## src/iuec_pkg.sv

```systemverilog
package iuec_pkg;
   // apb register byte offsets
   localparam logic [7:0] IUEC_CTRL_OFS   = 8'h00;
   localparam logic [7:0] IUEC_IND_OFS    = 8'h04;
   localparam logic [7:0] IUEC_STAT_OFS   = 8'h08;
   localparam logic [7:0] IUEC_MASK_OFS   = 8'h0C;
   localparam logic [7:0] IUEC_LATCH_OFS  = 8'h10;
   // indicator register bit positions
   localparam int IUEC_MK_BIT = 0;
   localparam int IUEC_IJ_BIT = 2;
   localparam int IUEC_OP_BIT = 15;
   // interrupt status bit positions
   localparam int IUEC_ST_MK  = 0;
   localparam int IUEC_ST_IJ  = 1;
   localparam int IUEC_ST_OP  = 2;
   // reset values
   localparam logic [31:0] IUEC_IND_RST  = 32'h0000_0000;
   localparam logic [2:0]  IUEC_MASK_RST = 3'h0;
   localparam logic [0:0]  IUEC_CTRL_RST = 1'h1;
   // sampler states
   typedef enum logic [1:0] {
      IUEC_IDLE   = 2'b00,
      IUEC_SAMPLE = 2'b01
   } iuec_state_t;
   // step strobes from the sequencers
   typedef struct packed {
      logic cnt1, cnt1m, ram1, lam1, add1, add1m, add2, add3, add4, add5;
      logic yl_zr, yl_zl, yr_zr, yr_zl, mod_zr, mod_zl, wbc_test;
      logic ldx1, ldx3, ldx4, ldx5, ldx6;
      logic chk1, chk4, chk5, chk6;
      logic lst1, lst3, lst4, lop3;
      logic emf3_m, emf4_m, emf3_nm, emf4_nm;
      logic xsf1, xsf3, xsf4, xsf5;
   } iuec_steps_t;
   // instruction class decodes
   typedef struct packed {
      logic tmt_swp;      // transmit or swap
      logic swp;          // swap only
      logic rename;
      logic sic_bstore;   // branch-store variants
      logic any_sic_br;
      logic no_op;
      logic z_xa;
      logic exid_grp;     // exid/lx/sx/rn/sv/sc/sr/sad group
      logic exop_grp;     // exop + exid op
      logic exop;
      logic swp_exop;     // swap + exop + exid op
      logic reset_grp;    // r/rcz + icr + px group
      logic r_rcz;
      logic lg_dx_nrn;
      logic exid_dxrn;
      logic lg, kv_kc, dx_free, store_grp;
      logic xfer_dec;     // transfer or decrement of z halves
   } iuec_class_t;
   // error sources
   typedef struct packed {
      logic index_arith_fault;
      logic z_half_controls_active;
      logic uncorrectable_fault;
      logic instr_box_parity_fault;
      logic memory_fault;
      logic first_buffer_mem_fault;
      logic second_buffer_mem_fault;
      logic first_word_count_step;
      logic second_word_count_step;
      logic correction_strobe;
      logic use_first_buf;
      logic use_second_buf;
      logic operand_addr_bit17;
      logic index_addr_check;
      logic branch_ok;
      logic progressive_idx_in_y;
      logic fullword_not_store;
   } iuec_err_t;
   // opcode decode inputs
   typedef struct packed {
      logic [8:0] zop;    // opcode bits 51..59, zop[8] is bit 51
      logic zfw;
      logic ifield_zero;
      logic progressive_indexing;
      logic immediate;
      logic gate_varlen_to_lookahead;
      logic gate_float_to_lookahead;
   } iuec_op_t;
endpackage

```

## src/iuec_classifier.sv

```systemverilog
// Behaviour
// - unlocatable latch sampled sets machine fault bit0
// - locatable latch sampled sets reject bit2
// - index arith fault with z controls sets locatable
// - uncorrectable on listed steps sets unlocatable
// - uncorrectable on check/load-index sets locatable
// - buffer faults with word-count step set locatable
// - index address check on fetch steps sets locatable
// - undefined opcode or special cases raise bad opcode
// - parity fault on listed steps sets locatable
// - parity fault, transmit/swap/rename steps, sets unlocatable
// - memory fault with load-index/store sets unlocatable
// - buffer memory check routed by buffer, step, bit17
// - address check unlocatable only if not locatable
// - memory fault locatable when unlocatable not conditioned
//
// The implementer's own choices: the APB register port and the register offsets.
`timescale 1ns/100ps
`default_nettype none
module iuec_classifier (
   input  wire logic                 i_ref_clk,  // 10 mhz processor clock
   input  wire logic                 i_rst,      // synchronous reset, high
   input  wire iuec_pkg::iuec_steps_t i_steps,   // sequencer step strobes
   input  wire iuec_pkg::iuec_class_t i_cls,     // instruction class decodes
   input  wire iuec_pkg::iuec_err_t   i_err,     // error sources
   input  wire iuec_pkg::iuec_op_t    i_op,      // opcode decode inputs
   input  wire logic                 psel,       // apb select
   input  wire logic                 penable,    // apb enable
   input  wire logic                 pwrite,     // apb direction
   input  wire logic [7:0]           paddr,      // apb byte address
   input  wire logic [31:0]          pwdata,     // apb write data
   output logic [31:0]               prdata,     // apb read data
   output logic                      pready,     // apb ready
   output logic                      pslverr,    // apb error
   output logic                      o_irq,      // level interrupt
   output logic [31:0]               o_indicator // indicator register
);
   import iuec_pkg::*;

   iuec_steps_t s;                         // short alias for steps
   iuec_class_t c;                         // short alias for classes
   iuec_err_t   e;                         // short alias for errors
   assign s = i_steps;
   assign c = i_cls;
   assign e = i_err;

   logic        unlocatable_fault_latch;   // machine-fault source
   logic        locatable_fault_latch;     // reject source
   logic        bad_opcode_latch;          // invalid opcode source
   logic [31:0] ind_r;                     // indicator register
   logic [2:0]  stat_r;                    // sticky event status
   logic [2:0]  mask_r;                    // interrupt enables
   logic        samp_en_r;                 // sampling enabled by software
   iuec_state_t st_r;                      // sampler state
   iuec_state_t st_nxt;                    // next sampler state

   wire iau_steps = s.cnt1 | s.ram1 | s.lam1 | s.add1 | s.add2 | s.add3 | s.add4 | s.add5 |
                    s.yl_zr | s.yl_zl | s.yr_zr | s.yr_zl | s.mod_zr | s.mod_zl | s.wbc_test;
   wire set_iau_loc = e.index_arith_fault & e.z_half_controls_active & iau_steps;

   wire unc_nloc = e.uncorrectable_fault & (
                   (c.tmt_swp & s.ldx3 & s.emf3_m) |
                   (c.rename & s.ldx4) |
                   (c.swp & s.ldx4 & s.emf4_m) |
                   (c.sic_bstore & s.ldx5) |
                   (s.emf3_m & s.lst3) |
                   (s.emf4_m & s.lst4));

   wire unc_loc = e.uncorrectable_fault & (
                  (c.exid_dxrn & s.chk1) |
                  (c.r_rcz & s.chk1) |
                  (c.exop_grp & s.ldx3) |
                  (c.reset_grp & s.ldx4) |
                  (~c.sic_bstore & s.ldx5) |
                  (c.exop_grp & s.ldx4 & s.emf4_m));

   wire buf1_loc = e.first_word_count_step &
                   (e.first_buffer_mem_fault | (e.uncorrectable_fault & e.correction_strobe));
   wire buf2_loc = e.second_word_count_step &
                   (e.second_buffer_mem_fault | (e.uncorrectable_fault & e.correction_strobe));

   wire iac_cond = (c.lg & s.xsf1) |
                   ((c.lg | c.kv_kc | c.dx_free) & s.xsf1) |
                   (c.store_grp & s.xsf3) |
                   (c.exop & s.xsf4) |
                   (c.reset_grp & s.xsf5);
   wire iac_loc  = e.index_addr_check & iac_cond;
   wire iac_nloc = e.index_addr_check & ~iac_cond;

   wire par_loc = e.instr_box_parity_fault & (
                  (c.exid_grp & s.ldx1) |
                  (c.exop_grp & s.ldx4 & s.emf4_m) |
                  (c.exop & s.chk4) |
                  (c.reset_grp & s.chk5) |
                  (c.r_rcz & s.chk6) |
                  (c.lg_dx_nrn & s.chk6) |
                  ((s.mod_zl | s.mod_zr) & e.progressive_idx_in_y &
                   e.fullword_not_store & c.xfer_dec));

   wire par_nloc = e.instr_box_parity_fault & e.branch_ok & (
                   (c.tmt_swp & s.chk4) |
                   (c.swp & s.chk5) |
                   (c.rename & s.lst1) |
                   (s.lst3 & s.lst4 & s.emf3_nm) |
                   (s.lop3 & s.emf4_nm) |
                   (c.tmt_swp & c.any_sic_br & ~c.z_xa & c.no_op) |
                   (s.ldx3 & s.emf3_nm) |
                   (c.swp & s.ldx4 & s.emf4_nm));

   wire mem_nloc = e.memory_fault & (
                   (c.tmt_swp & s.ldx3) |
                   (c.swp & s.ldx4) |
                   (c.rename & s.ldx4) |
                   s.lst3 | s.lst4);

   wire ybuf_mc   = e.first_buffer_mem_fault | e.second_buffer_mem_fault;
   wire ymc_nloc  = ybuf_mc & (
                    (e.use_first_buf & s.chk1) |
                    (e.use_first_buf & c.exid_grp & s.ldx1) |
                    (e.use_first_buf & s.ldx4) |
                    (e.operand_addr_bit17 & (s.ldx5 | s.ldx6)) |
                    s.lst3 | s.ldx3);
   wire ymc_loc   = ybuf_mc & ~ymc_nloc & (
                    (e.use_second_buf & (s.chk1 | (c.exid_grp & s.ldx1) | s.ldx4)) |
                    (c.swp_exop & s.ldx4) |
                    (~e.operand_addr_bit17 & (s.ldx5 | s.ldx6)));
   wire mem_loc   = e.memory_fault & ~mem_nloc;

   wire set_nloc = unc_nloc | iac_nloc | par_nloc | mem_nloc | ymc_nloc;
   wire set_loc  = set_iau_loc | unc_loc | buf1_loc | buf2_loc | iac_loc | par_loc |
                   ymc_loc | mem_loc;

   wire [8:0] z = i_op.zop;
   wire vfl_bad = i_op.gate_varlen_to_lookahead & (
                  (z[8] & z[6] & z[4] & ~z[3] & ~z[2] & ~z[1] & ~z[0] & i_op.zfw) |
                  (z[8] & z[7] & ~z[6] & ~z[5] & z[4] & ~z[3] & ~z[2] & ~z[1] & ~z[0] & i_op.zfw) |
                  (z[4] & z[3] & z[2] & z[1] & z[0]) |
                  (z[5] & ~z[4] & z[3] & z[2] & ~z[1] & z[0] & i_op.zfw & i_op.immediate) |
                  (z[0] & i_op.ifield_zero & i_op.progressive_indexing));
   // opcode decode, floating point
   wire fp_bad  = i_op.gate_float_to_lookahead & (
                  (z[6] & z[5] & z[4] & z[3]) |
                  (z[6] & z[5] & z[3] & ~z[2]));
   wire set_op  = vfl_bad | fp_bad;

   // sampler moves latches into the indicator once enabled
   always_comb begin
      case (st_r)
         IUEC_IDLE:   st_nxt = samp_en_r ? IUEC_SAMPLE : IUEC_IDLE;
         IUEC_SAMPLE: st_nxt = samp_en_r ? IUEC_SAMPLE : IUEC_IDLE;
         default:     st_nxt = IUEC_IDLE;
      endcase
   end
   wire sample = (st_r == IUEC_SAMPLE);

   // fault latches; a set in the sampling cycle wins over the clear
   always_ff @(posedge i_ref_clk) begin
      if (i_rst) begin
         unlocatable_fault_latch <= 1'b0;
         locatable_fault_latch   <= 1'b0;
         bad_opcode_latch        <= 1'b0;
      end else begin
         unlocatable_fault_latch <= set_nloc | (unlocatable_fault_latch & ~sample);
         locatable_fault_latch   <= set_loc | (locatable_fault_latch & ~sample);
         bad_opcode_latch        <= set_op | (bad_opcode_latch & ~sample);
      end
   end

   // apb decode
   wire acc   = psel & penable;
   wire wr    = acc & pwrite;
   wire a_ctl = (paddr == IUEC_CTRL_OFS);
   wire a_ind = (paddr == IUEC_IND_OFS);
   wire a_st  = (paddr == IUEC_STAT_OFS);
   wire a_msk = (paddr == IUEC_MASK_OFS);
   wire a_lat = (paddr == IUEC_LATCH_OFS);
   wire mapped = a_ctl | a_ind | a_st | a_msk | a_lat;
   // events only count when the indicator bit is actually raised
   wire [2:0] ev = {sample & bad_opcode_latch, sample & locatable_fault_latch,
                    sample & unlocatable_fault_latch};
   wire [31:0] ind_set = {16'h0000, bad_opcode_latch, 12'h000, locatable_fault_latch,
                          1'b0, unlocatable_fault_latch};
   wire [31:0] ind_keep = (wr & a_ind) ? (ind_r & ~pwdata) : ind_r;

   // indicator: written ones clear, sampled latches set
   always_ff @(posedge i_ref_clk) begin
      if (i_rst) begin
         ind_r <= IUEC_IND_RST;
      end else begin
         ind_r <= ind_keep | (sample ? ind_set : 32'h0000_0000);
      end
   end

   // control, mask and sticky status
   always_ff @(posedge i_ref_clk) begin
      if (i_rst) begin
         samp_en_r <= IUEC_CTRL_RST[0];
         mask_r    <= IUEC_MASK_RST;
         stat_r    <= 3'h0;
         st_r      <= IUEC_IDLE;
      end else begin
         st_r <= st_nxt;
         if (wr & a_ctl) begin
            samp_en_r <= pwdata[0];
         end
         if (wr & a_msk) begin
            mask_r <= pwdata[2:0];
         end
         // new events win over a write-one clear
         stat_r <= ev | (stat_r & ~((wr & a_st) ? pwdata[2:0] : 3'h0));
      end
   end

   // read mux, registered on the setup cycle
   wire [31:0] rd_mux = a_ctl ? {31'h0, samp_en_r} :
                        a_ind ? ind_r :
                        a_st  ? {29'h0, stat_r} :
                        a_msk ? {29'h0, mask_r} :
                        a_lat ? {29'h0, bad_opcode_latch, locatable_fault_latch,
                                 unlocatable_fault_latch} : 32'h0000_0000;
   always_ff @(posedge i_ref_clk) begin
      if (i_rst) begin
         prdata <= 32'h0000_0000;
      end else if (psel & ~penable & ~pwrite) begin
         prdata <= rd_mux;
      end
   end

   // zero-wait answer; unmapped addresses flag an error
   assign pready      = 1'b1;
   assign pslverr     = acc & ~mapped;
   assign o_irq       = |(stat_r & mask_r);
   assign o_indicator = ind_r;
endmodule
`default_nettype wire

```

## config.mk

```make
export PLATFORM = sky130hd
export DESIGN_NAME = iuec_classifier
export DESIGN_NICKNAME = d
export VERILOG_FILES = /design/src/iuec_pkg.sv /design/src/iuec_classifier.sv
export SDC_FILE = /design/constraint.sdc
export NUM_CORES = 1
export LEC_CHECK = 0
export BUFFER_PORTS_ARGS = -buffer_cell sky130_fd_sc_hd__buf_2
export CAP_MARGIN = 20
export CORE_MARGIN = 10
export CORE_UTILIZATION = 30
export CTS_BUF_LIST = sky130_fd_sc_hd__clkbuf_4 sky130_fd_sc_hd__clkbuf_8
export DETAILED_ROUTE_END_ITERATION = 12
export PLACE_DENSITY = 0.69
export SLEW_MARGIN = 20
export SYNTH_ARGS = -nofsm -noshare
export SYNTH_HDL_FRONTEND = slang
export SYNTH_SLANG_ARGS = --single-unit
```

## constraint.sdc

```tcl
create_clock -name i_ref_clk -period 1.75 [get_ports i_ref_clk]
set_input_delay 0.35 -clock i_ref_clk [delete_from_list [all_inputs] [get_ports i_ref_clk]]
set_output_delay 0.35 -clock i_ref_clk [all_outputs]
set_load 0.02 [all_outputs]
```

# --- After elaboration in Yosys (flattened, before gate mapping) ---
# Cells that the tools add are included.
word_totals:
  register_bits: 76
  input_bits: 135
  output_inout_bits: 67
classes:
  n_eq_ne: 5
  muxes: 9
  bitwise: 225
  n_reduce_logical: 5
op_table:
  columns: ["operator", "count"]
  rows:
  - ["$and A1 B1 Y1", 115]
  - ["$mux W32", 3]
  - ["$or A1 B1 Y1", 85]
  - ["$and A32 B32 Y32", 1]
  - ["$not A32 Y32", 1]
  - ["$or A32 B16 Y32", 1]
  - ["$not A1 Y1", 18]
  - ["$eq A8 B4 Y1 const B", 2]
  - ["$mux W16", 1]
  - ["$mux W3", 4]
  - ["$eq A8 B3 Y1 const B", 1]
  - ["$eq A8 B5 Y1 const B", 1]
  - ["$logic_not A8 Y1", 1]
  - ["$and A3 B3 Y3", 2]
  - ["$reduce_or A2 Y1", 2]
  - ["$not A3 Y3", 1]
  - ["$or A3 B3 Y3", 1]
  - ["$reduce_or A3 Y1", 1]
  - ["$eq A2 B1 Y1 const B", 1]
  - ["$logic_not A2 Y1", 1]
  - ["$mux W1", 1]

# --- Logic depth before layout (Yosys ltp) ---
logic_depth:
  ltp_word: 23
  ltp_mapped: 6
  depth_no_buf: 5

# --- Worst setup path before layout ---
# OpenSTA, ideal clock, no wires.
synth_timing:
  kind: "input port to flip-flop"
  start: "input paddr[0]"
  end: "register prdata[0]"
  arrival_ps: 1762
  required_time_ps: 1679
  slack_ps: -82
  stages: 4
  path_buffers: 0
  cell_sequence: "or4_4 -> or2_4 -> or4_1 -> a21oi_1"
synth_via:
  elab_chain_len: 6
  elab_cells_between_ends: 10
synth_lines:
  columns: ["element", "line", "source"]
  rows:
  - ["from (decl)", "iuec_classifier.sv:30", "input wire logic [7:0] paddr,"]
  - ["$eq A8 B5 Y1", "iuec_classifier.sv:176", "wire a_lat = (paddr == IUEC_LATCH_OFS);"]
  - ["$mux W3", "iuec_classifier.sv:219", "a_lat ? {29'h0, bad_opcode_latch, locatable_fault_latch,"]
  - ["$mux W3", "iuec_classifier.sv:218", "a_msk ? {29'h0, mask_r} :"]
  - ["$mux W3", "iuec_classifier.sv:217", "a_st ? {29'h0, stat_r} :"]
  - ["$mux W32", "iuec_classifier.sv:216", "a_ind ? ind_r :"]
  - ["$mux W32 (*)", "iuec_classifier.sv:215", "wire [31:0] rd_mux = a_ctl ? {31'h0, samp_en_r} :"]
  - ["to (signal assigned)", "iuec_classifier.sv:225", "prdata <= rd_mux;"]
  - ["to (decl)", "iuec_classifier.sv:32", "output logic [31:0] prdata,"]
# Mark *: on every way between the ends. The rest lies on a longest branch, timed or not.
# A chain may end at the register's enable or synchronous reset.

# --- Worst setup path in the final report ---
layout_timing:
  start: "input paddr[6]"
  end: "output pslverr"
layout_via:
  elab_chain_len: 7
  elab_cells_between_ends: 11
layout_lines:
  columns: ["element", "line", "source"]
  rows:
  - ["$eq A8 B3 Y1 or $logic_not A8 Y1 (tied branches)", "iuec_classifier.sv:173, iuec_classifier.sv:172", null]
  - ["$or A1 B1 Y1 (3 in series)", "iuec_classifier.sv:177", "wire mapped = a_ctl | a_ind | a_st | a_msk | a_lat;"]
  - ["$or A1 B1 Y1 (*)", "iuec_classifier.sv:177", null]
  - ["$not A1 Y1 (*)", "iuec_classifier.sv:231", "assign pslverr = acc & ~mapped;"]
  - ["$and A1 B1 Y1 (*)", "iuec_classifier.sv:231", null]
  - ["to (decl)", "iuec_classifier.sv:34", "output logic pslverr,"]
# Marks and branches as above.

==> results by group <==
Floorplanning
  – Die Ht: 121.4 um
  – Initial core utilization: 31.11%
  – Core Box Area: 9910 um^2
  – Die Footprint: 14730 um^2
  – IO Count: 202
  – Die extent in x: 121.4 um
  – # rows: 36

Global route
  – Initial antenna violation count: 0
  – First-pass GRT wire length: 18360 um
  – Pin count of the biggest net entering global routing: 32
  – Vias in the first global route: 3694
  – Global routing usage on met2: 27.54%
  – GR Util All Layers: 15.18%
  – Grt ovf: 0
  – GR peak layer: met2
  – Met3 Track Usage GR: 6.468%
  – Met1 track demand over resource: 15.31%

Yosys
  – Synthesized flop and latch total: 75
  – Post-synth top flop: dfxtp_1
  – Post-synth top area share: 48.70%
  – Synth Area in Compound Gates: 20.17%
  – Synth top area cells: dfxtp_1 49%, a22oi_1 7.1%, and3_1 6.1%
  – Post-synth EDFFs: 0
  – Mux cell area share after synthesis: 2.354%
  – Largest area contributor in the netlist: dfxtp_1
  – Ys Warns: 0
  – Post-synthesis adder-cell area fraction: 0%
  – Post-Synth Simple-Gate Area: 24.63%
  – Synth cell count leaders: 75 x dfxtp_1, 49 x nand2_1, 42 x nor2_1
  – Seq/Total Area, Yosys: 48.70%
  – Mapped Avg Cell Area: 8.684 um^2
  – Mapped cell area: 3083 um^2
  – Cells after synthesis: 355
  – Async SR Flop Fraction: 0%
  – Largest family of logic cells by synthesized area: simple AND/OR/NAND/NOR gates
  – Synth Net Count: 490
  – Post-synthesis cell type count: 44
  – Cell with the most instances after synthesis: dfxtp_1
  – XOR/XNOR Fraction of Synth Area: 0%

Critical path
  – Critical Path Most Common Cell: buf_2
  – Cell Chain, Critical Path: buf_2 > or4_4 > nor2_2 > a21oi_1 > buf_2
  – CP required: 1.40 ns
  – Crit end category: primary output
  – Critical path buffers and inverters: 2
  – Startpoint type of the worst setup path: input port
  – Crit path max-delay cell type: or4_4
  – CP arrival: 1.34 ns
  – Critical path type: input port to primary output
  – Slowest stage delay, CP: 0.57 ns
  – Crit-path leading delay family: simple AND/OR/NAND/NOR gates
  – CP max FO: 4

Routing
  – First drt pass iteration count: 7
  – DR iter-0 viols: 189
  – Wire length per cell: 16.61 um
  – Post-route ant nets: 0
  – Via density: 4.907
  – Drt drc: 0
  – Vias: 3430
  – Total wire length: 11610 um

Clock network
  – CTS Buffer Depth: 2
  – Clk_lat worst skew: 0.34 ns
  – Clk pin slew, worst setup/hold paths: 0.07 ns
  – Number of setup buffers added after CTS: 0
  – Number of CTS-inserted buffers: 9
  – Sink Count: 75
  – Post-CTS Resized: 0
  – CTS H-tree lvls: 3
  – CTS tree: built
  – Cts hold-fix bufs: 0
  – Clk root buf: clkbuf_8

STA
  – Setup TNS: 0 ns
  – Max Slew Vio Count: 0
  – Final Hold Viols: 0
  – WHS: 0.2457 ns
  – Unrepaired setup endpoints after global routing: no
  – Fmax: 591.9 MHz
  – Final min period: 1.689 ns
  – Clock skew: 0.008573 ns
  – Setup violators final: 0
  – Final period utilization: 96.54%

Flow run
  – # Max-Cap Violations: 0

Pwr
  – Lkg Pwr: 2.258 nW
  – Peak supply drop: 0.4122 mV
  – Pwr dens: 760.8 nW/um^2

Status
  – Run status: completed

Layout
  – Fillers: 1011
  – Multi-input logic area: 1476 um^2
  – Share of layout cells above drive strength 1: 42.48%
  – FF/Latch Area: 1501 um^2
  – Layout area overhead: 46.39%
  – Final nets: 695

Place
  – Hpwl dp: 9527 um
  – GP Congestion: 0.9254
  – IO buf count: 198

Hold path
  – Min-Delay Path Class: input port to flop
[power by group]
part           total, mW  switching, mW  leakage [nW]  internal (mW)
Combinational      0.364          0.182          1.55          0.182
Clock               1.34          0.638        0.0987          0.698
Sequential          1.73         0.0139         0.606           1.72
[kinds of logic (layout without fill, tap and decap cells)]
group                  count (synthesis)  count (layout)
DFF                                   75              75
and+or+nand+nor                      156             156
muxes                                  7               7
buffers and inverters                 30             240
AOI/OAI and AO/OA                     86              86
other                                  1               2
[final timing paths]
| kind | start | cells after the start | slack [ns] | to |
|---|---|---|---|---|
| min reg2reg | prdata[0]$_SDFFE_PP0P_ | 2 | 0.45 | prdata[0]$_SDFFE_PP0P_ |
| max | paddr[6] | 5 | 0.06 | pslverr |
| min | pwdata[2] | 2 | 0.25 | stat_r[2]$_SDFF_PP0_ |
| max reg2reg | unlocatable_fault_latch$_SDFF_PP0_ | 5 | 0.37 | prdata[0]$_SDFFE_PP0P_ |
[placed cells by master (no fill, tap or decap), types with 2 or more instances in the layout]
cell and instances:
a221oi_1 4, a222oi_1 6, or3b_2 2, nand3_1 9, nand2_1 49, nor3_1 5, buf_4 16, nor4_1 3
and3_1 30, inv_1 9, mux2i_1 5, a32oi_1 3, a21oi_1 11, buf_2 198, nor2_1 41, nand3b_1 2
mux2_2 2, a22oi_1 29, clkinvlp_4 2, clkbuf_8 10, clkinv_2 2, a21o_1 3, a311oi_1 3, dfxtp_1 75
o21a_1 2, a31oi_1 2, o2111ai_1 2, nor2b_1 5, o22ai_1 3, o21ai_0 11
[area by class of cell]
class | instances | area share, %
Antenna cell | 1 | 0.05545
Sequential cell | 75 | 33.27
Clock buffer | 10 | 3.050
Timing Repair Buffer | 215 | 25.06
Multi-Input combinational cell | 250 | 32.71
Inverter | 9 | 0.7485
Tap cell | 133 | 3.687
Clock inverter | 6 | 1.414
[sequential cells by signal, indices dropped and copies added (netlist names)]
signal	count
stat_r	3
prdata	32
locatable_fault_latch	1
samp_en_r	1
unlocatable_fault_latch	1
o_indicator	32
bad_opcode_latch	1
st_r	1
mask_r	3
[through the flow]
| step | instance area (um^2) | utilization [%] | std cells | setup slack, ns | total power [mW] |
|---|---|---|---|---|---|
| 3_3_place_gp | 4305 | 43.45 | 682 | -0.2269 | 2.124 |
| 2_1_floorplan | 3107 | - | 355 | -0.07309 | 1.905 |
| 6_report | 4513 | 45.54 | 699 | 0.06053 | 3.433 |
| 4_1_cts | 4507 | 45.48 | 698 | 0.04932 | 3.477 |
| 3_5_place_dp | 4305 | 43.45 | 682 | -0.2597 | 2.134 |
| 5_1_grt | 4511 | 45.52 | 698 | 0.02293 | 3.575 |
[metal layers]
metal	vias up	routed length, um
met5	-	0
li1	1707	-
met2	156	5816
met3	17	1152
met1	1550	4449
met4	0	190
Note: power is estimated with default switching activity, not from simulation.
